$ cat src/include/ivm_pkg.sv
// Package for the peripheral interrupt vector map.
// Assumes one system clock domain shared by all sources and the CPU.
package ivm_pkg;

  // ---------------------------------------------------------------
  // Vector numbers
  // ---------------------------------------------------------------
  localparam int unsigned NUM_VECTORS  = 36;
  localparam int unsigned VEC_W        = 6;
  localparam int unsigned ADDR_W       = 7;
  localparam int unsigned WORDS_PER_VEC = 2;

  localparam logic [VEC_W-1:0] VEC_RESET       = 6'h00;
  localparam logic [VEC_W-1:0] VEC_NMI         = 6'h01;
  localparam logic [VEC_W-1:0] VEC_VLM         = 6'h02;
  localparam logic [VEC_W-1:0] VEC_CLK_FAIL    = 6'h03;
  localparam logic [VEC_W-1:0] VEC_MULTIVOLT   = 6'h04;
  localparam logic [VEC_W-1:0] VEC_RTC_COUNT   = 6'h05;
  localparam logic [VEC_W-1:0] VEC_RTC_PERIOD  = 6'h06;
  localparam logic [VEC_W-1:0] VEC_CUSTOM      = 6'h07;
  localparam logic [VEC_W-1:0] VEC_PORT_A      = 6'h08;
  localparam logic [VEC_W-1:0] VEC_TA_OVF      = 6'h09;
  localparam logic [VEC_W-1:0] VEC_TA_HUNF     = 6'h0a;
  localparam logic [VEC_W-1:0] VEC_TA_CMP0     = 6'h0b;
  localparam logic [VEC_W-1:0] VEC_TA_CMP1     = 6'h0c;
  localparam logic [VEC_W-1:0] VEC_TA_CMP2     = 6'h0d;
  localparam logic [VEC_W-1:0] VEC_TB0         = 6'h0e;
  localparam logic [VEC_W-1:0] VEC_TB1         = 6'h0f;
  localparam logic [VEC_W-1:0] VEC_TD_OVF      = 6'h10;
  localparam logic [VEC_W-1:0] VEC_TD_TRIG     = 6'h11;
  localparam logic [VEC_W-1:0] VEC_TW_CLIENT   = 6'h12;
  localparam logic [VEC_W-1:0] VEC_TW_HOST     = 6'h13;
  localparam logic [VEC_W-1:0] VEC_SPI         = 6'h14;
  localparam logic [VEC_W-1:0] VEC_UART0_BASE  = 6'h15;
  localparam logic [VEC_W-1:0] VEC_PORT_D      = 6'h18;
  localparam logic [VEC_W-1:0] VEC_COMPARATOR  = 6'h19;
  localparam logic [VEC_W-1:0] VEC_ADC_RESULT  = 6'h1a;
  localparam logic [VEC_W-1:0] VEC_ADC_WINDOW  = 6'h1b;
  localparam logic [VEC_W-1:0] VEC_ZERO_CROSS  = 6'h1c;
  localparam logic [VEC_W-1:0] VEC_PORT_C      = 6'h1d;
  localparam logic [VEC_W-1:0] VEC_TB2         = 6'h1e;
  localparam logic [VEC_W-1:0] VEC_UART1_BASE  = 6'h1f;
  localparam logic [VEC_W-1:0] VEC_PORT_F      = 6'h22;
  localparam logic [VEC_W-1:0] VEC_EEPROM      = 6'h23;

  // Reset values of outputs
  localparam logic [VEC_W-1:0]  VEC_RST_VAL  = 6'h00;
  localparam logic [ADDR_W-1:0] ADDR_RST_VAL = 7'h00;

  // ---------------------------------------------------------------
  // Source bundles
  // ---------------------------------------------------------------
  // One flag and enable pair per physical source
  typedef struct packed {
    logic flag;
    logic enable;
  } ivm_src_t;

  typedef struct packed {
    logic rx_done;
    logic tx_empty;
    logic tx_done;
  } ivm_uart_t;

  typedef struct packed {
    ivm_src_t clock_fail_detect;
    ivm_src_t multivolt_io_irq;
    ivm_src_t rtc_overflow;
    ivm_src_t rtc_compare;
    ivm_src_t rtc_periodic_irq;
    ivm_src_t custom_logic_irq;
    ivm_src_t port_a_pin_irq;
    ivm_src_t port_c_pin_irq;
    ivm_src_t port_d_pin_irq;
    ivm_src_t port_f_pin_irq;
    ivm_src_t timer_a_overflow_irq;
    ivm_src_t timer_a_low_underflow_irq;
    ivm_src_t timer_a_high_underflow_irq;
    ivm_src_t [2:0] timer_a_compare_irq;
    ivm_src_t [2:0] timer_a_low_compare_irq;
    ivm_src_t [2:0] timer_b_capture;
    ivm_src_t [2:0] timer_b_overflow;
    ivm_src_t timer_d_overflow_irq;
    ivm_src_t timer_d_trigger_irq;
    ivm_src_t twowire_client_irq;
    ivm_src_t twowire_host_irq;
    ivm_src_t serial_periph_irq;
    ivm_uart_t [1:0] uart_flag;
    ivm_uart_t [1:0] uart_enable;
    ivm_src_t comparator_irq;
    ivm_src_t adc_result_ready_irq;
    ivm_src_t adc_window_irq;
    ivm_src_t zero_cross_irq;
    ivm_src_t eeprom_ready_irq;
  } ivm_sources_t;

  typedef struct packed {
    logic [NUM_VECTORS-1:0] pending;
    logic                   any;
    logic [VEC_W-1:0]       vector;
    logic [ADDR_W-1:0]      address;
  } ivm_fetch_t;

endpackage

$ cat src/logic/ivm_vector_map.sv
// Peripheral interrupt vector map: source requests to vector lines and fetch address.
// Assumes sources and CPU share ref_clk_i; flags are cleared by software in the peripherals.
//
// Notes on behaviour
// - Vectors 0, 1, 2 are reset, NMI and level monitor at 0x00, 0x02, 0x04.
// - Peripheral request only while enable, flag and global enable are set; holds until flag clears.
// - Clock failure detection goes to vector 3, address 0x06.
// - Multi-voltage I/O monitor goes to vector 4, address 0x08.
// - Counter overflow and compare share vector 5, address 0x0A.
// - Periodic counter interrupt goes alone to vector 6, address 0x0C.
// - Custom logic interrupt goes to vector 7, address 0x0E.
// - Vector 9 is timer A overflow, or low underflow in split mode.
// - Vector 10 unused in normal mode, high underflow in split mode.
// - Vectors 11 to 13 carry compares 0 to 2, low compares when split.
// - Timer B instances 0, 1, 2 use vectors 14, 15, 30 combined.
// - Timer D overflow on vector 16, trigger on vector 17.
// - Two-wire client on vector 18, host on vector 19.
// - Serial peripheral interface uses single vector 20.
// - UART receive, data empty, transmit done: vectors 21-23 and 31-33.
// - Comparator 25, ADC result 26, ADC window 27, zero cross 28.
// - Port pins: A vector 8, D 24, C 29, F 34.
// - EEPROM ready is vector 35 at 0x46, highest in table.
module ivm_vector_map (
  // Clock and reset
  input  wire logic                       ref_clk_i,
  input  wire logic                       arst_n_i,
  input  wire logic                       clk_en_i,
  // Global control
  input  wire logic                       global_irq_en_i,
  input  wire logic                       timer_a_split_i,
  // System level sources
  input  wire logic                       nmi_req_i,
  input  wire logic                       vlm_req_i,
  // Peripheral sources
  input  wire ivm_pkg::ivm_sources_t      src_i,
  // CPU side
  output logic [ivm_pkg::NUM_VECTORS-1:0] vec_req_o,
  output logic                            vec_any_o,
  output logic [ivm_pkg::VEC_W-1:0]       vec_num_o,
  output logic [ivm_pkg::ADDR_W-1:0]      vec_addr_o
);

  // ---------------------------------------------------------------
  // Helpers
  // ---------------------------------------------------------------
  function automatic logic src_req(input ivm_pkg::ivm_src_t s);
    src_req = s.flag & s.enable;
  endfunction

  function automatic logic [ivm_pkg::ADDR_W-1:0] vec_to_addr(input logic [ivm_pkg::VEC_W-1:0] v);
    vec_to_addr = {v, 1'b0};
  endfunction

  // ---------------------------------------------------------------
  // Source to vector routing
  // ---------------------------------------------------------------
  logic [ivm_pkg::NUM_VECTORS-1:0] raw_req;
  logic [ivm_pkg::NUM_VECTORS-1:0] gated_req;

  always_comb
  begin
    raw_req = '0;
    // Reset vector is never requested as an interrupt
    raw_req[ivm_pkg::VEC_RESET]      = 1'b0;
    raw_req[ivm_pkg::VEC_NMI]        = nmi_req_i;
    raw_req[ivm_pkg::VEC_VLM]        = vlm_req_i;
    raw_req[ivm_pkg::VEC_CLK_FAIL]   = src_req(src_i.clock_fail_detect);
    raw_req[ivm_pkg::VEC_MULTIVOLT]  = src_req(src_i.multivolt_io_irq);
    raw_req[ivm_pkg::VEC_RTC_COUNT]  = src_req(src_i.rtc_overflow) | src_req(src_i.rtc_compare);
    raw_req[ivm_pkg::VEC_RTC_PERIOD] = src_req(src_i.rtc_periodic_irq);
    raw_req[ivm_pkg::VEC_CUSTOM]     = src_req(src_i.custom_logic_irq);
    raw_req[ivm_pkg::VEC_PORT_A]     = src_req(src_i.port_a_pin_irq);
    raw_req[ivm_pkg::VEC_PORT_D]     = src_req(src_i.port_d_pin_irq);
    raw_req[ivm_pkg::VEC_PORT_C]     = src_req(src_i.port_c_pin_irq);
    raw_req[ivm_pkg::VEC_PORT_F]     = src_req(src_i.port_f_pin_irq);
    // Mode picks which timer A source owns the shared vectors
    if (timer_a_split_i)
    begin
      raw_req[ivm_pkg::VEC_TA_OVF]  = src_req(src_i.timer_a_low_underflow_irq);
      raw_req[ivm_pkg::VEC_TA_HUNF] = src_req(src_i.timer_a_high_underflow_irq);
      raw_req[ivm_pkg::VEC_TA_CMP0] = src_req(src_i.timer_a_low_compare_irq[0]);
      raw_req[ivm_pkg::VEC_TA_CMP1] = src_req(src_i.timer_a_low_compare_irq[1]);
      raw_req[ivm_pkg::VEC_TA_CMP2] = src_req(src_i.timer_a_low_compare_irq[2]);
    end
    else
    begin
      raw_req[ivm_pkg::VEC_TA_OVF]  = src_req(src_i.timer_a_overflow_irq);
      raw_req[ivm_pkg::VEC_TA_HUNF] = 1'b0;
      raw_req[ivm_pkg::VEC_TA_CMP0] = src_req(src_i.timer_a_compare_irq[0]);
      raw_req[ivm_pkg::VEC_TA_CMP1] = src_req(src_i.timer_a_compare_irq[1]);
      raw_req[ivm_pkg::VEC_TA_CMP2] = src_req(src_i.timer_a_compare_irq[2]);
    end
    raw_req[ivm_pkg::VEC_TB0] = src_req(src_i.timer_b_capture[0]) | src_req(src_i.timer_b_overflow[0]);
    raw_req[ivm_pkg::VEC_TB1] = src_req(src_i.timer_b_capture[1]) | src_req(src_i.timer_b_overflow[1]);
    raw_req[ivm_pkg::VEC_TB2] = src_req(src_i.timer_b_capture[2]) | src_req(src_i.timer_b_overflow[2]);
    raw_req[ivm_pkg::VEC_TD_OVF]     = src_req(src_i.timer_d_overflow_irq);
    raw_req[ivm_pkg::VEC_TD_TRIG]    = src_req(src_i.timer_d_trigger_irq);
    raw_req[ivm_pkg::VEC_TW_CLIENT]  = src_req(src_i.twowire_client_irq);
    raw_req[ivm_pkg::VEC_TW_HOST]    = src_req(src_i.twowire_host_irq);
    raw_req[ivm_pkg::VEC_SPI]        = src_req(src_i.serial_periph_irq);
    raw_req[ivm_pkg::VEC_COMPARATOR] = src_req(src_i.comparator_irq);
    raw_req[ivm_pkg::VEC_ADC_RESULT] = src_req(src_i.adc_result_ready_irq);
    raw_req[ivm_pkg::VEC_ADC_WINDOW] = src_req(src_i.adc_window_irq);
    raw_req[ivm_pkg::VEC_ZERO_CROSS] = src_req(src_i.zero_cross_irq);
    raw_req[ivm_pkg::VEC_EEPROM]     = src_req(src_i.eeprom_ready_irq);
  end

  // ---------------------------------------------------------------
  // UART vector triples
  // ---------------------------------------------------------------
  logic [2:0] uart_req [2];

  genvar gu;
  generate
    for (gu = 0; gu < 2; gu++)
    begin : g_uart
      assign uart_req[gu] = src_i.uart_flag[gu] & src_i.uart_enable[gu];
    end
  endgenerate

  // ---------------------------------------------------------------
  // Global gating
  // ---------------------------------------------------------------
  always_comb
  begin
    gated_req = raw_req;
    // Receive, data empty, transmit done in ascending vector order
    gated_req[ivm_pkg::VEC_UART0_BASE]      = uart_req[0][2];
    gated_req[ivm_pkg::VEC_UART0_BASE + 1]  = uart_req[0][1];
    gated_req[ivm_pkg::VEC_UART0_BASE + 2]  = uart_req[0][0];
    gated_req[ivm_pkg::VEC_UART1_BASE]      = uart_req[1][2];
    gated_req[ivm_pkg::VEC_UART1_BASE + 1]  = uart_req[1][1];
    gated_req[ivm_pkg::VEC_UART1_BASE + 2]  = uart_req[1][0];
    // NMI ignores the global enable; maskable vectors do not
    if (!global_irq_en_i)
    begin
      gated_req = '0;
      gated_req[ivm_pkg::VEC_NMI] = nmi_req_i;
    end
  end

  // ---------------------------------------------------------------
  // Selection: lowest vector number wins
  // ---------------------------------------------------------------
  ivm_pkg::ivm_fetch_t fetch_reg;
  ivm_pkg::ivm_fetch_t fetch_next;

  always_comb
  begin
    fetch_next         = fetch_reg;
    fetch_next.pending = gated_req;
    fetch_next.any     = |gated_req;
    fetch_next.vector  = ivm_pkg::VEC_RST_VAL;
    for (int i = int'(ivm_pkg::NUM_VECTORS) - 1; i >= 0; i--)
    begin
      if (gated_req[i])
      begin
        fetch_next.vector = ivm_pkg::VEC_W'(i);
      end
    end
    fetch_next.address = vec_to_addr(fetch_next.vector);
  end

  // Clock enable freezes the whole view seen by the CPU
  always_ff @(posedge ref_clk_i or negedge arst_n_i)
  begin
    if (!arst_n_i)
    begin
      fetch_reg.pending <= '0;
      fetch_reg.any     <= 1'b0;
      fetch_reg.vector  <= ivm_pkg::VEC_RST_VAL;
      fetch_reg.address <= ivm_pkg::ADDR_RST_VAL;
    end
    else if (clk_en_i)
    begin
      fetch_reg <= fetch_next;
    end
  end

  assign vec_req_o  = fetch_reg.pending;
  assign vec_any_o  = fetch_reg.any;
  assign vec_num_o  = fetch_reg.vector;
  assign vec_addr_o = fetch_reg.address;

endmodule

$ cat config.mk
export PLATFORM = sky130hd
export DESIGN_NAME = ivm_vector_map
export DESIGN_NICKNAME = d
export VERILOG_FILES = /design/src/include/ivm_pkg.sv /design/src/logic/ivm_vector_map.sv
export SDC_FILE = /design/constraint.sdc
export NUM_CORES = 1
export LEC_CHECK = 0
export BUFFER_PORTS_ARGS = -buffer_cell sky130_fd_sc_hd__buf_2
export CAP_MARGIN = 20
export CORE_MARGIN = 2
export CORE_UTILIZATION = 47
export DETAILED_ROUTE_END_ITERATION = 10
export GPL_TIMING_DRIVEN = 0
export PLACE_DENSITY = 0.85
export SLEW_MARGIN = 0
export SYNTH_ARGS = -nofsm -noshare
export SYNTH_HDL_FRONTEND = slang
export SYNTH_SLANG_ARGS = --single-unit
export TNS_END_PERCENT = 100
$ cat constraint.sdc
create_clock -name ref_clk_i -period 2.6 [get_ports ref_clk_i]
set_input_delay 0.39 -clock ref_clk_i [delete_from_list [all_inputs] [get_ports ref_clk_i]]
set_output_delay 0.39 -clock ref_clk_i [all_outputs]
set_load 0.1 [all_outputs]
==> results of run 1 <==
[cells in the mapped netlist, types with 3 or more instances]
master     count
a22o_1         7
a31oi_1        4
o22ai_1       18
mux2_2         9
o21ai_0        7
buf_4          8
nand3_1       13
o2bb2ai_1      4
dfrtp_1       42
a21oi_1       13
clkbuf_1       7
nand2_1       39
nor2_1        10
mux2i_1        5
nand2_2        3
inv_1         29
o31ai_1        3
nand3b_1       3
[registers in the layout, summed over array words and instances, names as in the netlist]
| signal | flops |
|---|---|
| vec_req_o | 35 |
| vec_addr_o | 6 |
| vec_any_o | 1 |
[path summary, 6_finish.rpt]
check | cells past startpoint | endpoint | slack (ns) | start
max | 7 | vec_req_o[28]$_DFFE_PN0P_ | 0.71 | global_irq_en_i
min | 1 | vec_req_o[26]$_DFFE_PN0P_ | 0.23 | arst_n_i
max reg2reg | 4 | vec_addr_o[1]$_DFFE_PN0P_ | 1.53 | vec_addr_o[1]$_DFFE_PN0P_
min reg2reg | 1 | vec_req_o[35]$_DFFE_PN0P_ | 0.49 | vec_req_o[35]$_DFFE_PN0P_
max in group asynchronous | 1 | vec_req_o[15]$_DFFE_PN0P_ | 1.79 | arst_n_i
min in group ref_clk_i | 2 | vec_req_o[1]$_DFFE_PN0P_ | 0.35 | nmi_req_i
[worst reg2reg max path: cells and delay by family, from the launching register on]
kind	cells	cell delay, ns
AOI/OAI and AO/OA	4	0.51
DFF	1	0.43
[per-layer routing]
metal,vias to the layer above,GRT usage (%),part of all wire [%]
li1,1231,-,-
met1,1184,29.5,43
met2,103,42.4,50
met3,10,5.29,6.0
met4,0,6.63,1.2
met5,-,0,0
[area by class of cell]
cell class	count	share of cell area [%]
flip-flops and latches	42	32.6
inverters	29	3.37
repair buffers	135	20.9
multi-input cells	176	34.8
clock buffers	7	2.36
well taps	67	2.60
plain buffers	18	3.33
[where the power goes]
part	total (mW)	internal (mW)	switching [mW]
clock	0.394	0.185	0.209
sequential	0.725	0.697	0.0274
combinational	0.800	0.187	0.613
[cell usage in the layout, fill, tap and decap left out, types with 3 or more instances in the layout]
cell	count
buf_4	8
a31oi_1	4
nand2_2	3
nand2_1	39
inv_1	29
nor2_1	10
mux2i_1	5
o2bb2ai_1	4
o21ai_0	7
a22o_1	7
a21oi_1	13
nand3_1	13
clkbuf_1	9
nand3b_1	3
o31ai_1	3
o22ai_1	18
dfrtp_1	42
clkbuf_8	5
mux2_2	9
buf_2	137
[logic make-up (layout without fill, tap and decap cells)]
| logic type | count (synthesis) | after routing |
|---|---|---|
| other | 1 | 2 |
| buffers and inverters | 47 | 189 |
| AOI/OAI and AO/OA | 81 | 81 |
| and+or+nand+nor | 79 | 79 |
| DFF | 42 | 42 |
| muxes | 14 | 14 |
==> results.yml, run 1 <==
run:
  cap_violations: 0
die:
  io_pins: 139
  start_util_pct: 49.6
  coreArea_um2: 4820
  dieArea_um2: 5670
  die_y_um: 75.3
  fp-row-count: 25
  die_x_um: 75.3
setup_path:
  slowest_stage: "clkbuf_1"
  crit_chain: "buf_2 -> buf_6 -> buf_2 -> clkbuf_1 -> nand2_1 -> clkbuf_1 -> o22ai_1"
  path_max_fanout: 10
  worst_path_largest_cell_delay_ns: 0.43
  crit_path_start_kind: "input pin"
  endpoint_kind: "flip-flop"
  critPathArrivalTime_ns: 2.09
  worstPathRequired_ns: 2.80
  timing.setup.critical_path_class: "input pin to flip-flop"
  crit_family: "buffers and inverters"
  cp.buffers_inverters: 5
cells_and_area:
  multi_input_area_um2: 1120
  nFillCells: 422
  final_util_pct: 67.0
  final_nets: 496
  area_growth_pct: 35.1
  final_area_um2: 3230
  n_antenna_cell: 0
  seqCellArea_um2: 1050
  drive_gt1_share_pct: 41.3
  stdcell_count: 474
logic_synthesis:
  synth_seq_area_share_pct: 44.0
  synth_top_cell_area_share_pct: 44.0
  synthArstFlopShare_pct: 100
  synth-simple-area-share_pct: 15.9
  synthAdderAreaFrac_pct: 0
  synth_xor_area_share_pct: 0
  synth.area.top_cells: "dfrtp_1 (44%), nand2_1 (6.1%), o22ai_1 (4.7%)"
  synth-seq-cells: 42
  syn_area_um2: 2390
  yosysWarnings: 0
  synth_mux_area_share_pct: 6.34
  synth_cell_types: 48
  postSynthAreaPerCell_um2: 9.05
  synth_ff_type: "dfrtp_1"
  synth_edf_count: 0
  synth_top_family_by_area: "compound AO/OA/AOI/OAI gates"
  yosysTopAreaCell: "dfrtp_1"
  synth_compound_area_share_pct: 24.6
  syn-instance-count: 264
clock_network:
  clock_sinks: 42
  cts_tree: "built"
  post_cts_buffers: 0
  cts_buffer_depth: 2
  cts_buffers: 5
  cts_hold_buf: 0
  clkSlewWorstSetupHoldPaths_ns: 0.08
  clockRootBuffer: "clkbuf_8"
  insertion_delay_ns: 0.29
  htreeDepth: 2
  cts_resized: 0
route:
  routedWlPerCell_um: 14.6
  vias: 2528
  initialDrtViolationCount: 134
  routed_wl_um: 6900
  drt_pass1_iterations: 4
  drc: 0
  vias_per_cell: 5.33
  ant_nets: 0
timing:
  min_period_over_period_pct: 72.6
  skew_ns: 0
  fmax_ghz: 0.530
  worst-slew-pin-transition_ns: 0.921
  holdWs_ns: 0.226
  finalSetupViolCount: 0
  timing.setup.tns_ns: 0
  layout_setup_ws_ns: 0.712
  min_period_ns: 1.89
  drv_slew: 0
  rsz0062_at_grt: "false"
  hold_viol: 0
  relSlewSlack_pct: 38.6
pwr:
  p_leak_nw: 1.72
  power.total_mw: 1.92
  powerDensity_nw_per_um2: 594
  ir_worst_vdd_mv: 0.387
placement:
  post-dp-hpwl_um: 5540
  portBuffers: 135
  placed_cell_area_um2: 3150
  place.gp.congestion: 0.804
  preCtsSetupSlack_ns: 0.429
  dpl.cell_count: 467
grt:
  first_global_vias: 2391
  grt_overflow_total: 0
  grt_usage_pct: 24.0
  grt_first_pass_wirelength_um: 10400
  grt_start_max_net_pins: 43
  antenna_found_initial: 0
min_path:
  hp-class: "input pin to async pin"
outcome:
  status: "completed"
(Power assumes the default switching activity.)
==> run 2, diff against run 1 <==
--- a/config.mk
+++ b/config.mk
@@ -8,10 +8,10 @@
 export BUFFER_PORTS_ARGS = -buffer_cell sky130_fd_sc_hd__buf_2
 export CAP_MARGIN = 20
 export CORE_MARGIN = 2
-export CORE_UTILIZATION = 47
+export CORE_UTILIZATION = 44
 export DETAILED_ROUTE_END_ITERATION = 10
 export GPL_TIMING_DRIVEN = 0
-export PLACE_DENSITY = 0.85
+export PLACE_DENSITY = 0.8
 export SLEW_MARGIN = 0
 export SYNTH_ARGS = -nofsm -noshare
 export SYNTH_HDL_FRONTEND = slang
==> constraint.sdc (replaced) <==
create_clock -name ref_clk_i -period 1.8 [get_ports ref_clk_i]
set_input_delay 0.27 -clock ref_clk_i [delete_from_list [all_inputs] [get_ports ref_clk_i]]
set_output_delay 0.27 -clock ref_clk_i [all_outputs]
set_load 0.1 [all_outputs]
==> run 2 against run 1 <==
- clock skew did not move
- non-clock buffer count did not move
- sequential power up 45%
- flip-flop and latch count unchanged
- routed wire length decreased by 0.38%
- via count grew 0.71%
- first-iteration DRC count fell by 13%
- final area increased by 1.1%
- sequential share of layout area is 0.35 points lower
- combinational power is 45% higher
- final cell count increased by 0.84%
- critical path type unchanged
- critical endpoint is now vec_addr_o[1]$_DFFE_PN0P_
- highest routed layer unchanged
==> results.yml, run 2 (same netlist as run 1, synthesis figures left out) <==
setup_path:
  critPathArrivalTime_ns: 1.83
  timing.setup.critical_path_class: "input pin to flip-flop"
  worstPathRequired_ns: 2.00
  path_max_fanout: 10
  ff2ff_path_depth: 4
  crit_path_start_kind: "input pin"
  endpoint_kind: "flip-flop"
route:
  initialDrtViolationCount: 116
  drt_pass1_iterations: 4
  ant_nets: 0
  vias_per_cell: 5.33
  vias: 2546
  routed_wl_um: 6880
  drc: 0
  routedWlPerCell_um: 14.4
cells_and_area:
  mostFrequentLayoutCells: "buf_2 (137), dfrtp_1 (42), nand2_1 (39)"
  final_nets: 496
  layout_commonest_cell: "buf_2"
  seqCellArea_um2: 1050
  stdcell_count: 478
  area_growth_pct: 36.6
  final_area_um2: 3260
  nFillCells: 462
  multi_input_area_um2: 1120
  n_antenna_cell: 0
  drive_gt1_share_pct: 41.7
  largest_reg_flops: 35
timing:
  fmax_ghz: 0.616
  skew_ns: 0
  holdWs_ns: 0.107
  rsz0062_at_grt: "false"
  min_period_over_period_pct: 90.2
  worst-slew-pin-transition_ns: 0.940
  drv_slew: 0
  hold_viol: 0
  relSlewSlack_pct: 37.3
  min_period_ns: 1.62
  finalSetupViolCount: 0
pwr:
  p_int_mw: 1.69
  p_leak_nw: 1.74
  power.total_mw: 2.94
  powerDensity_nw_per_um2: 901
  pwr-share-seq_pct: 35.6
  power_frac_comb_pct: 39.3
  clkPwrFrac_pct: 25.1
  switching_share_pct: 42.4
  switchingPower_mw: 1.25
  ir_worst_vdd_mv: 0.686
clock_network:
  cts_hold_buf: 0
  cts_buffer_depth: 2
  clock_sinks: 42
  cts_tree: "built"
  clockRootBuffer: "clkbuf_8"
  post_cts_buffers: 0
  cts_buffers: 5
  clkSlewWorstSetupHoldPaths_ns: 0.08
  htreeDepth: 2
  insertion_delay_ns: 0.29
placement:
  placed_cell_area_um2: 3160
  post-dp-hpwl_um: 5510
  portBuffers: 135
  place.gp.congestion: 0.802
  dpl.cell_count: 470
outcome:
  status: "completed"
grt:
  grt_start_max_net_pins: 43
  grt_overflow_total: 0
  grt_first_pass_wirelength_um: 10900
  antenna_found_initial: 0
  first_global_vias: 2420
  grt_usage_pct: 22.4
die:
  dieArea_um2: 6030
  die_x_um: 77.7
  io_pins: 139
  fp-row-count: 26
  start_util_pct: 46.2
  die_y_um: 77.7
  coreArea_um2: 5170
min_path:
  hp-class: "input pin to async pin"
run:
  cap_violations: 0
run 2: cell count changes in the layout (fill, tap and decap cells not counted):
cell	previous run	this run
clkbuf_1	9	8
bufinv_16	0	1
clkbuf_2	0	1
run 2: through the flow:
step / setup TNS [ns] / setup slack (ns) / util (%)
2_1_floorplan: 0 / 0.173 / -
3_3_place_gp: -2.55 / -0.234 / 61.0
3_5_place_dp: -2.69 / -0.250 / 61.0
4_1_cts: 0 / 0.0300 / 63.1
5_1_grt: 0 / 0.0497 / 63.1
6_report: 0 / 0.176 / 63.1
run 2: final timing paths:
path | start | endpoint | slack (ns)
worst max-delay path | global_irq_en_i | vec_addr_o[1]$_DFFE_PN0P_ | 0.18
worst min-delay path | arst_n_i | vec_req_o[33]$_DFFE_PN0P_ | 0.11
worst max register to register | vec_addr_o[1]$_DFFE_PN0P_ | vec_addr_o[1]$_DFFE_PN0P_ | 0.74
worst min register to register | vec_req_o[35]$_DFFE_PN0P_ | vec_req_o[35]$_DFFE_PN0P_ | 0.49
max in group asynchronous | arst_n_i | vec_addr_o[3]$_DFFE_PN0P_ | 1.10
min in group ref_clk_i | src_i[66] | vec_req_o[29]$_DFFE_PN0P_ | 0.23
run 2: critical path: stages:
cell	delay (ns)
buf_2	0.09
buf_6	0.14
inv_1	0.08
nor2_1	0.36
a21oi_1	0.10
a2111oi_0	0.48
nand2_1	0.11
o221ai_1	0.20
run 2: power groups by stage:
stage | clock network (mW) | registers [mW] | logic (mW)
2_1_floorplan | 0 | 1.54 | 0.402
3_3_place_gp | 0 | 1.06 | 1.14
3_5_place_dp | 0 | 1.06 | 1.16
4_1_cts | 0.737 | 1.05 | 1.16
5_1_grt | 0.767 | 1.05 | 1.21
6_report | 0.739 | 1.05 | 1.16
run 2: cell type report:
class	instances	area share, %
Buffer	18	3.34
Inverter	29	3.34
Tap cell	70	2.68
Sequential cell	42	32.2
Timing Repair Buffer	135	20.7
Clock inverter	1	0.920
Clock buffer	7	2.34
Multi-Input combinational cell	176	34.5
run 2: per-layer routing:
metal / vias to the layer above / part of all wire, % / track usage, %
li1: 1230 / - / -
met1: 1207 / 44 / 29.9
met2: 96 / 49 / 37.7
met3: 13 / 5.6 / 2.67
met4: 0 / 2.0 / 8.04
met5: - / 0 / 0
run 2: repair_timing:
item                                    in CTS  in global routing
endpoints found under the setup margin       0                 10
hold endpoints to repair                     0                  0
gates resized for setup                      0                  2
==> run 3, diff against run 2 <==
--- a/config.mk
+++ b/config.mk
@@ -12,6 +12,8 @@
 export DETAILED_ROUTE_END_ITERATION = 10
 export GPL_TIMING_DRIVEN = 0
 export PLACE_DENSITY = 0.8
+export SETUP_SLACK_MARGIN = 0.2
+export SKIP_CTS_REPAIR_TIMING = 1
 export SLEW_MARGIN = 0
 export SYNTH_ARGS = -nofsm -noshare
 export SYNTH_HDL_FRONTEND = slang
==> run 3 against run 2 <==
- register-to-register slack gained 0.04 ns
- flip-flop and latch count is the same
- routed wire length grew 2.1%
- clock power shrank 0.5%
- count of clock-buffer cells in the layout is the same
- sequential share of layout area shrank 0.13 points
- setup slack gained 0.11 ns
- maximum frequency grew 7.6%
- hold slack gained 0.0055 ns
- critical path depth is the same
- combinational power is essentially flat
- first-iteration DRC count shrank 28%
- critical path type unchanged
==> results.yml, run 3 (same netlist as run 1, synthesis figures left out) <==
route:
  initialDrtViolationCount: 84
  ant_nets: 0
  drc: 0
  routed_wl_um: 7020
  vias: 2560
  drt_pass1_iterations: 4
  vias_per_cell: 5.36
  routedWlPerCell_um: 14.7
clock_network:
  clockRootBuffer: "clkbuf_8"
  cts_buffers: 5
  clock_sinks: 42
  cts_tree: "built"
  clkSlewWorstSetupHoldPaths_ns: 0.08
  insertion_delay_ns: 0.29
  cts_buffer_depth: 2
  htreeDepth: 2
cells_and_area:
  drive_gt1_share_pct: 44.9
  mostFrequentLayoutCells: "buf_2 (136), nand2_1 (39), dfrtp_1 (36)"
  multi_input_area_um2: 1140
  n_antenna_cell: 0
  final_nets: 496
  largest_reg_flops: 35
  area_growth_pct: 38.1
  nFillCells: 459
  layout_commonest_cell: "buf_2"
  seqCellArea_um2: 1060
die:
  dieArea_um2: 6030
  start_util_pct: 46.2
  coreArea_um2: 5170
  io_pins: 139
  fp-row-count: 26
  die_x_um: 77.7
  die_y_um: 77.7
timing:
  min_period_ns: 1.51
  fmax_ghz: 0.663
  drv_slew: 0
  rsz0062_at_grt: "false"
  min_period_over_period_pct: 83.8
  hold_viol: 0
  skew_ns: 0
  relSlewSlack_pct: 37.1
  finalSetupViolCount: 0
  worst-slew-pin-transition_ns: 0.943
  timing.setup.tns_ns: 0
pwr:
  power.total_mw: 2.95
  powerDensity_nw_per_um2: 895
  p_leak_nw: 1.74
  ir_worst_vdd_mv: 0.722
grt:
  grt_overflow_total: 0
  grt_usage_pct: 23.7
  first_global_vias: 2559
  antenna_found_initial: 0
  grt_start_max_net_pins: 43
  grt_first_pass_wirelength_um: 11500
setup_path:
  worstPathRequired_ns: 2.02
  timing.setup.critical_path_class: "input pin to flip-flop"
  slowest_stage: "or4_4"
  critPathArrivalTime_ns: 1.73
  path_max_fanout: 10
  endpoint_kind: "flip-flop"
  cp.buffers_inverters: 3
  worst_path_largest_cell_delay_ns: 0.58
  crit_family: "simple AND/OR/NAND/NOR gates"
  crit_path_start_kind: "input pin"
  crit_chain: "buf_2 -> buf_6 -> nand2_2 -> o22ai_2 -> or4_4 -> nor3_4 -> inv_1 -> o2bb2ai_1"
placement:
  post-dp-hpwl_um: 5540
  place.gp.congestion: 0.827
  portBuffers: 135
outcome:
  status: "completed"
min_path:
  hp-class: "input pin to async pin"
run:
  cap_violations: 0
run 3: power breakdown:
group	internal (mW)	switching (mW)
Combinational	0.278	0.892
Clock	0.415	0.319
Sequential	1.01	0.0377
run 3: metal layers:
layer  vias to the layer above  global-route usage [%]  routed length, um
li1                       1232                       -                  -
met1                      1211                    29.6               2980
met2                       105                    40.4               3430
met3                        12                    4.19                494
met4                         0                    9.46                116
met5                         -                       0                  0
run 3: worst reg2reg max path: stages (launching register included):
cell and delay [ns]:
dfrtp_2 0.43, o22ai_1 0.16, a21oi_1 0.07, o31ai_1 0.08, o221ai_1 0.15
run 3: stage by stage:
| step | setup WS (ns) | util [%] | cells | hold slack (ns) | cell area (um^2) |
|---|---|---|---|---|---|
| 3_3_place_gp | -0.208 | 61.2 | 470 | 0.446 | 3160 |
| 4_1_cts | 0.0930 | 63.2 | 478 | 0.138 | 3270 |
| 6_report | 0.291 | 63.8 | 478 | 0.112 | 3300 |
| 2_1_floorplan | 0.217 | - | 265 | -0.0256 | 2400 |
| 5_1_grt | 0.219 | 63.8 | 478 | 0.192 | 3300 |
| 3_5_place_dp | -0.226 | 61.2 | 470 | 0.466 | 3160 |
run 3: worst paths after layout:
kind | from | end | slack, ns | depth (start not counted)
setup / recovery | global_irq_en_i | vec_addr_o[5]$_DFFE_PN0P_ | 0.29 | 8
hold / removal | arst_n_i | vec_req_o[34]$_DFFE_PN0P_ | 0.11 | 1
setup reg to reg | vec_addr_o[1]$_DFFE_PN0P_ | vec_addr_o[1]$_DFFE_PN0P_ | 0.78 | 4
hold reg to reg | vec_req_o[35]$_DFFE_PN0P_ | vec_req_o[35]$_DFFE_PN0P_ | 0.49 | 1
max in group asynchronous | arst_n_i | vec_addr_o[1]$_DFFE_PN0P_ | 1.03 | 1
min in group ref_clk_i | nmi_req_i | vec_req_o[1]$_DFFE_PN0P_ | 0.23 | 2
run 3: cell type report:
cell class | instances | share of cell area [%]
multi-input combinational | 176 | 34.7
sequential | 42 | 32.1
timing repair buffer | 135 | 20.5
buffer | 18 | 3.56
inverter | 29 | 3.30
tap | 70 | 2.65
clock buffer | 7 | 2.31
clock inverter | 1 | 0.910
